`config.mk`:
```
export PLATFORM = sky130hd
export DESIGN_NAME = pmic_power_state_sequencer
export DESIGN_NICKNAME = d
export VERILOG_FILES = /design/src/rtl/pmic_seq_pkg.sv /design/src/rtl/seq_if.sv /design/src/rtl/pmic_power_state_sequencer.sv /design/src/rtl/slot_timer.sv
export SDC_FILE = /design/constraint.sdc
export NUM_CORES = 1
export LEC_CHECK = 0
export BUFFER_PORTS_ARGS = -buffer_cell sky130_fd_sc_hd__buf_4
export CAP_MARGIN = 30
export CORE_MARGIN = 2
export CORE_UTILIZATION = 25
export CTS_CLUSTER_DIAMETER = 40
export DETAILED_ROUTE_END_ITERATION = 10
export HOLD_SLACK_MARGIN = 0.05
export PLACE_DENSITY = 0.43
export SLEW_MARGIN = 20
export SYNTH_ARGS = -nofsm -noshare
export SYNTH_HDL_FRONTEND = slang
export SYNTH_SLANG_ARGS = --single-unit
```
`constraint.sdc`:
```
create_clock -name pclk -period 7.7 [get_ports pclk]
set_clock_uncertainty 0.2 [all_clocks]
set_input_delay 0 -clock pclk [delete_from_list [all_inputs] [get_ports pclk]]
set_output_delay 0 -clock pclk [all_outputs]
set_load 0.005 [all_outputs]
```
`src/rtl/pmic_seq_pkg.sv`:
```
// Shared constants and types of the power-state sequencer.
// Assumes a single 100 MHz pclk domain and an APB register port.
`default_nettype none
package pmic_seq_pkg;
   // Register byte offsets on APB
   localparam logic [7:0] ADDR_CMD = 8'h00;
   localparam logic [7:0] ADDR_PROG = 8'h04;
   localparam logic [7:0] ADDR_STATUS = 8'h08;
   localparam logic [7:0] ADDR_SLOT = 8'h0c;
   localparam logic [7:0] ADDR_SLEEP = 8'h10;
   localparam logic [7:0] ADDR_CFG = 8'h14;
   localparam logic [7:0] ADDR_DVS = 8'h18;
   localparam logic [7:0] ADDR_SCRATCH = 8'h1c;
   localparam int NUM_SLOTS = 5;
   localparam int NUM_REGS = 8;
   // Power-state request codes
   localparam logic [1:0] CMD_NONE = 2'h0;
   localparam logic [1:0] CMD_OFF = 2'h1;
   localparam logic [1:0] CMD_ON = 2'h2;
   localparam logic [1:0] CMD_SLEEP = 2'h3;
   // Program-state keys, values arbitrary
   localparam logic [31:0] PROG_KEY1 = 32'h0000_a5c3;
   localparam logic [31:0] PROG_KEY2 = 32'h0000_3c5a;
   localparam logic [31:0] PROG_EXIT = 32'h0000_e11e;
   // Configuration register fields
   localparam int CFG_ALIVE = 0;
   localparam int CFG_UNCLK = 1;
   localparam int CFG_VSEL = 2;
   localparam int CFG_CCCV = 3;
   localparam int CFG_ICHG = 4;
   localparam int CFG_CHG_EN = 6;
   localparam int CFG_SLOT_LEN = 8;
   localparam logic [15:0] CFG_RST = 16'h1000;
   // Status register fields
   localparam int ST_SEQ = 3;
   localparam int ST_EE = 4;
   localparam int ST_REJ = 5;
   localparam int ST_DVS = 6;
   // Slew register fields
   localparam int DVS_TGT = 0;
   localparam int DVS_RATE = 8;
   typedef enum logic [2:0] {
      PS_NO_POWER, PS_OFF, PS_ON, PS_SLEEP, PS_BACKUP, PS_PROGRAM
   } pwr_code_t;
   typedef enum logic [3:0] {
      F_NOPWR, F_BACKUP, F_OFF, F_SEQ_UP, F_ON, F_SEQ_SLP, F_SLEEP,
      F_SEQ_WAKE, F_SEQ_DN, F_PROG
   } fsm_t;
endpackage
`default_nettype wire

```
`src/rtl/seq_if.sv`:
```
// Handshake between the state controller and the timeslot timer.
// Assumes both ends run on pclk.
`default_nettype none
interface seq_if;
   logic start;
   logic up;
   logic abort;
   logic [7:0] slot_len;
   logic [2:0] slot;
   logic busy;
   logic tick;
   logic done;
   modport ctrl(output start, up, abort, slot_len, input slot, busy, tick, done);
   modport timer(input start, up, abort, slot_len, output slot, busy, tick, done);
endinterface
`default_nettype wire

```
`src/rtl/pmic_power_state_sequencer.sv`:
```
// Power-state controller: states, sequencing, backup retention, charger, slew.
// Assumes supply comparators and pins are asynchronous; watchdog and OTP on pclk.
`default_nettype none
// Overview of operation
// - Six power states: no power, off, on, sleep, backup, program.
// - Regulator on/off sequencing runs across five timeslots.
// - EEPROM configuration, when present, wins over OTP values.
// - Sequence registers writable in off; used on next on command.
// - No power disables everything and returns all registers to reset values.
// - Off keeps RTC and registers, holds system reset low.
// - Off disables regulators; alive regulator only if configured.
// - Backup charger disabled whenever state is off.
// - On state makes all functions available.
// - Sleep entry and exit run a programmable regulator sequence.
// - Backup disables regulators, keeps RTC, scratch and clock mode, resets rest.
// - Selectable unclocked backup freezes the RTC.
// - No power follows the always-on supply below POR threshold.
// - Backup follows the always-on supply below reset threshold.
// - Program state entered or left only by key sequences.
// - Requests come from control interface, watchdog and on pin.
// - Transitions are timed sequences from OTP or EEPROM data.
// - Charger target voltage selectable, 2.5 V or 3.1 V.
// - Charger mode CC or CC/CV, current 100 to 400 uA.
// - Converter slews at programmable rate on write or pin.
module pmic_power_state_sequencer
   import pmic_seq_pkg::*;
(
   input wire logic pclk,
   input wire logic presetn,
   input wire logic psel,
   input wire logic penable,
   input wire logic pwrite,
   input wire logic [7:0] paddr,
   input wire logic [31:0] pwdata,
   output logic [31:0] prdata,
   output logic pready,
   output logic pslverr,
   input wire logic supply_por_ok,
   input wire logic supply_reset_ok,
   input wire logic on_pin,
   input wire logic dvs_pin,
   input wire logic eeprom_valid,
   input wire logic [23:0] eeprom_slot_cfg,
   input wire logic [23:0] otp_slot_cfg,
   input wire logic wdog_req,
   input wire logic [1:0] wdog_cmd,
   output logic [2:0] power_state,
   output logic [7:0] reg_en,
   output logic alive_en,
   output logic sys_reset_n,
   output logic rtc_run,
   output logic charger_en,
   output logic charger_vsel,
   output logic charger_cccv,
   output logic [1:0] charger_ichg,
   output logic [6:0] dvs_level,
   output logic dvs_busy
);
   typedef struct packed {
      fsm_t fsm;
      logic [2:0] code;
      logic [7:0] reg_en;
      logic [7:0] elig;
      logic seq_start;
      logic seq_up;
      logic seq_abort;
      logic alive_en;
      logic sysrst_n;
      logic rtc_run;
      logic chg_en;
      logic [23:0] slot_cfg;
      logic [7:0] sleep_keep;
      logic [15:0] cfg;
      logic [31:0] scratch;
      logic key_armed;
      logic reject;
      logic src_ee;
      logic [6:0] dvs_level;
      logic [6:0] dvs_tgt;
      logic [7:0] dvs_rate;
      logic [7:0] dvs_cnt;
      logic dvs_busy;
      logic pready;
      logic pslverr;
      logic [31:0] prdata;
      logic [4:0] sync1;
      logic [4:0] sync2;
      logic [1:0] prev;
   } state_t;

   localparam state_t S_RST = '{fsm: F_NOPWR, cfg: CFG_RST, default: '0};

   state_t s_q, s_d;
   seq_if sq();
   logic acc, wr_en, mapped;
   logic por_s, rok_s, pin_s, dvp_s, eev_s;
   logic [31:0] rdata;

   // Regulators assigned to a given timeslot
   function automatic logic [7:0] slot_mask(input logic [23:0] cfg, input logic [2:0] slot);
      logic [7:0] m;
      m = '0;
      for (int i = 0; i < NUM_REGS; i++) begin
         m[i] = (cfg[i*3 +: 3] == slot);
      end
      return m;
   endfunction

   // Externally visible state code for each controller state
   function automatic logic [2:0] code_of(input fsm_t f);
      pwr_code_t c;
      unique case (f)
         F_NOPWR: c = PS_NO_POWER;
         F_BACKUP: c = PS_BACKUP;
         F_OFF, F_SEQ_UP: c = PS_OFF;
         F_ON, F_SEQ_SLP: c = PS_ON;
         F_SLEEP, F_SEQ_WAKE: c = PS_SLEEP;
         F_SEQ_DN: c = PS_ON;
         F_PROG: c = PS_PROGRAM;
      endcase
      return 3'(c);
   endfunction

   // Synchronised pin levels, read from the second stage only
   assign por_s = s_q.sync2[0];
   assign rok_s = s_q.sync2[1];
   assign pin_s = s_q.sync2[2];
   assign dvp_s = s_q.sync2[3];
   assign eev_s = s_q.sync2[4];

   // Transfer completes on the access cycle that sees pready high
   assign acc = psel & penable & s_q.pready;
   assign wr_en = acc & pwrite;
   assign mapped = (paddr[1:0] == 2'h0) && (paddr <= ADDR_SCRATCH);

   // Read mux; reserved bits read zero
   always_comb begin
      rdata = '0;
      case (paddr)
         ADDR_STATUS: begin
            rdata[2:0] = s_q.code;
            rdata[ST_SEQ] = sq.busy;
            rdata[ST_EE] = s_q.src_ee;
            rdata[ST_REJ] = s_q.reject;
            rdata[ST_DVS] = s_q.dvs_busy;
         end
         ADDR_SLOT: rdata[23:0] = s_q.slot_cfg;
         ADDR_SLEEP: rdata[7:0] = s_q.sleep_keep;
         ADDR_CFG: rdata[15:0] = s_q.cfg;
         ADDR_DVS: rdata[15:0] = {s_q.dvs_rate, 1'b0, s_q.dvs_tgt};
         ADDR_SCRATCH: rdata = s_q.scratch;
         default: rdata = '0;
      endcase
   end

   // Whole controller next-state logic
   always_comb begin
      logic [1:0] req;
      logic [7:0] m;
      logic rej_set;
      logic rej_clr;
      logic pin_rise;
      logic dvs_rise;
      s_d = s_q;
      req = CMD_NONE;
      m = '0;
      rej_set = 1'b0;
      rej_clr = 1'b0;
      pin_rise = pin_s & ~s_q.prev[0];
      dvs_rise = dvp_s & ~s_q.prev[1];
      s_d.seq_start = 1'b0;
      s_d.seq_abort = 1'b0;

      // One wait state on every APB transfer
      s_d.pready = psel & penable & ~s_q.pready;
      s_d.pslverr = psel & penable & ~s_q.pready & ~mapped;
      if (psel & penable & ~s_q.pready) begin
         s_d.prdata = pwrite ? 32'h0000_0000 : rdata;
      end

      // Control interface first, then watchdog, then on pin
      if (wr_en && paddr == ADDR_CMD) begin
         req = pwdata[1:0];
      end else if (wdog_req) begin
         req = wdog_cmd;
      end else if (pin_rise) begin
         req = CMD_ON;
      end

      // Software register writes
      if (wr_en) begin
         unique case (paddr)
            ADDR_SLOT: if (s_q.fsm == F_OFF) s_d.slot_cfg = pwdata[23:0];
            ADDR_SLEEP: if (s_q.fsm == F_OFF) s_d.sleep_keep = pwdata[7:0];
            ADDR_CFG: s_d.cfg = pwdata[15:0];
            ADDR_SCRATCH: s_d.scratch = pwdata;
            ADDR_STATUS: rej_clr = pwdata[ST_REJ];
            default: ;
         endcase
      end

      // Slew start on a write or a pin edge, then step once per rate period
      if (wr_en && paddr == ADDR_DVS) begin
         s_d.dvs_tgt = pwdata[DVS_TGT +: 7];
         s_d.dvs_rate = pwdata[DVS_RATE +: 8];
         s_d.dvs_cnt = pwdata[DVS_RATE +: 8];
         s_d.dvs_busy = (pwdata[DVS_TGT +: 7] != s_q.dvs_level);
      end else if (dvs_rise) begin
         s_d.dvs_cnt = s_q.dvs_rate;
         s_d.dvs_busy = (s_q.dvs_tgt != s_q.dvs_level);
      end else if (s_q.dvs_busy) begin
         if (s_q.dvs_cnt != 8'h00) begin
            s_d.dvs_cnt = s_q.dvs_cnt - 8'h01;
         end else begin
            s_d.dvs_cnt = s_q.dvs_rate;
            s_d.dvs_level = (s_q.dvs_tgt > s_q.dvs_level) ?
               s_q.dvs_level + 7'h01 : s_q.dvs_level - 7'h01;
            s_d.dvs_busy = (s_d.dvs_level != s_q.dvs_tgt);
         end
      end

      // Slot entry switches that slot's regulators on or off
      if (sq.tick) begin
         m = slot_mask(s_q.slot_cfg, sq.slot) & s_q.elig;
         s_d.reg_en = s_q.seq_up ? (s_q.reg_en | m) : (s_q.reg_en & ~m);
      end

      // Program entry key pair, accepted only from off
      if (wr_en && paddr == ADDR_PROG) begin
         if (s_q.fsm == F_OFF && pwdata == PROG_KEY1) begin
            s_d.key_armed = 1'b1;
         end else if (s_q.fsm == F_OFF && s_q.key_armed && pwdata == PROG_KEY2) begin
            s_d.key_armed = 1'b0;
            s_d.fsm = F_PROG;
         end else if (s_q.fsm == F_PROG && pwdata == PROG_EXIT) begin
            s_d.fsm = F_OFF;
         end else begin
            s_d.key_armed = 1'b0;
            rej_set = 1'b1;
         end
      end else if (wr_en) begin
         s_d.key_armed = 1'b0;
      end

      // Power-state walk; supply conditions override all else
      unique case (s_q.fsm)
         F_NOPWR: s_d.fsm = F_BACKUP;
         F_BACKUP: begin
            s_d.slot_cfg = eev_s ? eeprom_slot_cfg : otp_slot_cfg;
            s_d.src_ee = eev_s;
            s_d.fsm = F_OFF;
         end
         F_OFF: begin
            if (req == CMD_ON && s_d.fsm == F_OFF) begin
               s_d.fsm = F_SEQ_UP;
               s_d.elig = 8'hff;
               s_d.seq_up = 1'b1;
               s_d.seq_start = 1'b1;
            end
         end
         F_SEQ_UP: if (sq.done) s_d.fsm = F_ON;
         F_ON: begin
            if (req == CMD_OFF) begin
               s_d.fsm = F_SEQ_DN;
               s_d.elig = 8'hff;
               s_d.seq_up = 1'b0;
               s_d.seq_start = 1'b1;
            end else if (req == CMD_SLEEP) begin
               s_d.fsm = F_SEQ_SLP;
               s_d.elig = ~s_q.sleep_keep;
               s_d.seq_up = 1'b0;
               s_d.seq_start = 1'b1;
            end
         end
         F_SEQ_SLP: if (sq.done) s_d.fsm = F_SLEEP;
         F_SLEEP: begin
            if (req == CMD_ON) begin
               s_d.fsm = F_SEQ_WAKE;
               s_d.elig = ~s_q.sleep_keep;
               s_d.seq_up = 1'b1;
               s_d.seq_start = 1'b1;
            end else if (req == CMD_OFF) begin
               s_d.fsm = F_SEQ_DN;
               s_d.elig = 8'hff;
               s_d.seq_up = 1'b0;
               s_d.seq_start = 1'b1;
            end
         end
         F_SEQ_WAKE: if (sq.done) s_d.fsm = F_ON;
         F_SEQ_DN: begin
            if (sq.done) begin
               s_d.fsm = F_OFF;
               s_d.reg_en = '0;
            end
         end
         F_PROG: s_d.reg_en = '0;
      endcase

      // Sticky reject flag; a new reject beats a clear in the same cycle
      s_d.reject = (s_q.reject & ~rej_clr) | rej_set;

      // Supply loss wipes state; scratch and clock mode survive backup
      if (!por_s) begin
         s_d = S_RST;
         s_d.seq_abort = 1'b1;
      end else if (!rok_s) begin
         s_d = S_RST;
         s_d.fsm = F_BACKUP;
         s_d.scratch = s_q.scratch;
         s_d.cfg[CFG_UNCLK] = s_q.cfg[CFG_UNCLK];
         s_d.seq_abort = 1'b1;
      end

      // Outputs derived from the state being entered
      s_d.code = code_of(s_d.fsm);
      s_d.sysrst_n = (s_d.fsm == F_ON) || (s_d.fsm == F_SLEEP) ||
         (s_d.fsm == F_SEQ_SLP) || (s_d.fsm == F_SEQ_WAKE);
      s_d.alive_en = (s_d.fsm == F_OFF) ? s_d.cfg[CFG_ALIVE] :
         (s_d.fsm != F_NOPWR && s_d.fsm != F_BACKUP && s_d.fsm != F_PROG);
      s_d.chg_en = s_d.cfg[CFG_CHG_EN] &&
         (s_d.fsm == F_ON || s_d.fsm == F_SLEEP);
      s_d.rtc_run = (s_d.fsm == F_NOPWR) ? 1'b0 :
         (s_d.fsm == F_BACKUP) ? ~s_d.cfg[CFG_UNCLK] : 1'b1;

      // Two-stage synchronisers; these survive any wipe
      s_d.sync1 = {eeprom_valid, dvs_pin, on_pin, supply_reset_ok, supply_por_ok};
      s_d.sync2 = s_q.sync1;
      s_d.prev = {dvp_s, pin_s};
   end

   always_ff @(posedge pclk or negedge presetn) begin
      if (!presetn) begin
         s_q <= S_RST;
      end else begin
         s_q <= s_d;
      end
   end

   // Timeslot timer hookup
   assign sq.start = s_q.seq_start;
   assign sq.up = s_q.seq_up;
   assign sq.abort = s_q.seq_abort;
   assign sq.slot_len = s_q.cfg[CFG_SLOT_LEN +: 8];

   slot_timer u_timer (
      .pclk(pclk),
      .presetn(presetn),
      .t(sq.timer)
   );

   // Outputs straight from the state register
   assign prdata = s_q.prdata;
   assign pready = s_q.pready;
   assign pslverr = s_q.pslverr;
   assign power_state = s_q.code;
   assign reg_en = s_q.reg_en;
   assign alive_en = s_q.alive_en;
   assign sys_reset_n = s_q.sysrst_n;
   assign rtc_run = s_q.rtc_run;
   assign charger_en = s_q.chg_en;
   assign charger_vsel = s_q.cfg[CFG_VSEL];
   assign charger_cccv = s_q.cfg[CFG_CCCV];
   assign charger_ichg = s_q.cfg[CFG_ICHG +: 2];
   assign dvs_level = s_q.dvs_level;
   assign dvs_busy = s_q.dvs_busy;
endmodule // pmic_power_state_sequencer
`default_nettype wire

```
`src/rtl/slot_timer.sv`:
```
// Timeslot timer: walks slots 1..5 upward or 5..1 downward.
// Assumes start is a one-cycle pulse from the controller on pclk.
`default_nettype none
module slot_timer
   import pmic_seq_pkg::*;
(
   input wire logic pclk,
   input wire logic presetn,
   seq_if.timer t
);
   typedef struct packed {
      logic busy;
      logic up;
      logic [2:0] slot;
      logic [7:0] cnt;
      logic tick;
      logic done;
   } tmr_t;
   localparam logic [2:0] LAST_UP = 3'(NUM_SLOTS);
   tmr_t s_q, s_d;

   // Each slot lasts slot_len+1 cycles; tick marks a slot's first cycle
   always_comb begin
      s_d = s_q;
      s_d.tick = 1'b0;
      s_d.done = 1'b0;
      if (t.abort) begin
         s_d.busy = 1'b0;
      end else if (t.start) begin
         s_d.busy = 1'b1;
         s_d.up = t.up;
         s_d.slot = t.up ? 3'h1 : LAST_UP;
         s_d.cnt = t.slot_len;
         s_d.tick = 1'b1;
      end else if (s_q.busy) begin
         if (s_q.cnt != 8'h00) begin
            s_d.cnt = s_q.cnt - 8'h01;
         end else if (s_q.slot == (s_q.up ? LAST_UP : 3'h1)) begin
            s_d.busy = 1'b0;
            s_d.done = 1'b1;
         end else begin
            s_d.slot = s_q.up ? s_q.slot + 3'h1 : s_q.slot - 3'h1;
            s_d.cnt = t.slot_len;
            s_d.tick = 1'b1;
         end
      end
   end

   always_ff @(posedge pclk or negedge presetn) begin
      if (!presetn) begin
         s_q <= '0;
      end else begin
         s_q <= s_d;
      end
   end

   assign t.busy = s_q.busy;
   assign t.slot = s_q.slot;
   assign t.tick = s_q.tick;
   assign t.done = s_q.done;
endmodule // slot_timer
`default_nettype wire

```
==> impl_metrics.toml <==
[status]
status = "finished clean"

[global_routing]
grt_max_degree = 99
grt_pass1_wl_mm = 64.3
antenna_found_initial = 1
track_usage = 0.176
grt-ovfl-total = 0
grt_pass1_vias = 10400

[critical_path]
crit_family = "buffers and inverters"
cp.required_ns = 7.99
cp_max_fo = 37
cp.depth = 7
path_buf_inv = 3
crit_path_end_kind = "register"
worstSetupStartpointType = "register"
reg2reg_depth = 7
crit_arrival_ns = 4.21
crit_type = "register to register"
path_cells = "and2_1, clkinv_1, buf_4, nor2_2, buf_4, nand3_1, nand2_1"
cpMostUsedCell = "buf_4"
cp_slowest_cell = "clkinv_1"
cpPeakStageDelay_ns = 0.88

[placement]
post-dp-hpwl_mm = 29.1
gp_congestion = 0.826
portBuffers = 161
post-place-cells = 1977
dp_slack_ns = 3.37
place_area_sq_mm = 0.0131

[routing]
wirelength_mm = 42.2
num_vias = 10400
drc = 0
vias_per_cell = 4.76
wire_per_inst_um = 19.4
dr.pass1.iters = 5
drtIter0Drc = 691
ant_nets = 0

[timing]
whs_ns = 0.0764
fin_setup_tns_ns = 0
rsz0062_at_grt = "false"
fmaxAchievable_ghz = 0.255
drv_slew = 0
tightest_slew_ns = 0.888
relSlewSlack = 0.408
fin_crit_sh = 0.509
worst_slack_ns = 3.78
fin_crit_ns = 3.92
hold_viol = 0
finalSetupViolCount = 0

[synth]
synth_area_per_cell_sq_um = 8.80
synth-edff-count = 0
yosys-top-cells-count = "nand2_1, dfrtp_1, a21oi_1, nor2_1, nand3_1"
ys_ff_latch = 205
synth_xor_area_frac = 0.0354
synth_top_flop_cell = "dfrtp_1"
synth_compound_gate_area_share = 0.150
syn_nets = 1442
synth_top_family_by_area = "simple AND/OR/NAND/NOR gates"
ys_warn_count = 0
synth_cell_type_count = 80
synthAdderAreaFrac = 0.0228
ys_seq_area_frac = 0.441
synthCells = 1321
async_reset_ff_frac = 1.00
yosys.area.top_type = "dfrtp_1"
synthTopCellsByArea = "dfrtp_1, nand2_1, a21oi_1"
synthMuxAreaShare = 0.0688
yosys.area_share.simple = 0.210
synth_area_sq_mm = 0.0116
yosysTopAreaCellShare = 0.439
synth.most_common_cell = "nand2_1"

[die]
core_sq_mm = 0.0463
die_w_um = 220
die_height_um = 220
die_area_sq_mm = 0.0482
rows = 79
ioPinCount = 162
start_util = 0.251

[min_path]
hp-class = "primary input to register"
hold-path-cell-count = 6

[final_layout]
antennaDiodeCount = 0
seq_area_sq_mm = 0.00513
drive_above_1_share = 0.190
nets = 1662
multi_input_comb_area_sq_mm = 0.00569
final_area_sq_mm = 0.0157
syn_to_final_growth_pct = 35.2
fillerInstances = 4836
layout.cells.non_filler = 2180

[clocking]
cts.clk_slew.worst_paths_ns = 0.05
cts_setup_buffers = 0
clock_sinks = 205
cts_tree = "built"
root_buffer = "clkbuf_16"
htreeDepth = 2
cts_buffer_depth = 3
worstSkewPairLatency_ns = 0.57
numCtsBuffers = 43

[power]
ir_worst_vdd_v = 0.000132
leakagePower_nw = 7.07
power-per-cell-area_mw_per_mm2 = 206

[run]
cap_violations = 0
## cell type report
| class | count | area share |
|---|---|---|
| repair buffers | 304 | 0.167 |
| clock buffers | 46 | 0.0712 |
| inverters | 33 | 0.00788 |
| well taps | 607 | 0.0483 |
| multi-input cells | 954 | 0.362 |
| clock inverters | 31 | 0.0175 |
| flip-flops and latches | 205 | 0.326 |
## tightest hold or removal path, cell delays in order
cell and delay, ns:
buf_4 0.09, nand2b_1 0.10, mux2i_1 0.07, a22oi_1 0.23
o32ai_4 0.18, nor2_2 0.12
## stage by stage
| step | power [mW] | utilization |
|---|---|---|
| 5_1_grt | 3.36 | 0.340 |
| 6_report | 3.23 | 0.340 |
| 3_5_place_dp | 1.41 | 0.282 |
| 2_1_floorplan | 1.27 | - |
| 3_3_place_gp | 1.41 | 0.282 |
| 4_1_cts | 3.28 | 0.339 |
## report_power, final
| part | internal (mW) | switching (mW) |
|---|---|---|
| Clock | 1.13 | 0.663 |
| Sequential | 1.10 | 0.0237 |
| Combinational | 0.145 | 0.174 |
## path summary, 6_finish.rpt
| check | from | slack, ns | endpoint |
|---|---|---|---|
| min in group asynchronous | presetn | 0.49 | prdata[30] |
| max | por_s | 3.78 | s_q[93] |
| max in group asynchronous | presetn | 6.10 | s_q[64] |
| min | wdog_cmd[1] | 0.08 | sys_reset_n |
| max reg2reg | por_s | 3.78 | s_q[93] |
| min reg2reg | s_d[3] | 0.14 | rok_s |
## metal layers
| layer | part of all wire | routed length [um] | track usage |
|---|---|---|---|
| met1 | 0.48 | 20400 | 0.252 |
| met2 | 0.45 | 18800 | 0.273 |
| met3 | 0.051 | 2160 | 0.0259 |
| met4 | 0.021 | 886 | 0.0555 |
| met5 | 0 | 0 | 0 |
## layout by cell type, fill, tap and decap left out, drive strengths merged, types with 5 or more instances in the layout
cell,netlist,routed
a21o,5,5
a21oi,153,153
a22o,17,17
a31oi,5,5
and2,5,5
and3,5,5
buf,70,181
clkbuf,59,47
clkinv,1,15
clkinvlp,0,7
dfrtp,204,204
dlygate4sd3,0,122
ha,18,18
inv,32,40
mux2i,63,63
mux4,7,7
nand2,225,225
nand2b,10,10
nand3,69,69
nand4,7,7
nor2,130,130
nor2b,10,10
nor3,22,22
nor4,14,14
o211ai,5,5
o21a,6,6
o21ai,53,53
o22ai,5,5
o2bb2ai,8,8
or4,7,7
xnor2,24,24
xor2,23,23
## flip-flops by register name, indices dropped and copies added, names as in the netlist, 2 cells and up
register and count:
power_state 3, s_d 5, u_timer.s_q 9, reg_en 8, u_timer.t.slot 3, dvs_level 7
charger_ichg 2, s_q 116, prdata 32
## kinds of logic (layout without fill, tap and decap cells)
group,Yosys count,count (layout)
simple gates,529,529
compound gates,287,287
flops,205,205
buf+inv,162,414
mux,71,71
xor+xnor,47,47
fa+ha+maj,20,20
## repair_timing
item | in CTS | in global routing
resized for setup | 0 | 0
hold buffers | 123 | 0
hold endpoints to repair | 251 | 0
No activity file was read; power rests on OpenSTA's default activity.
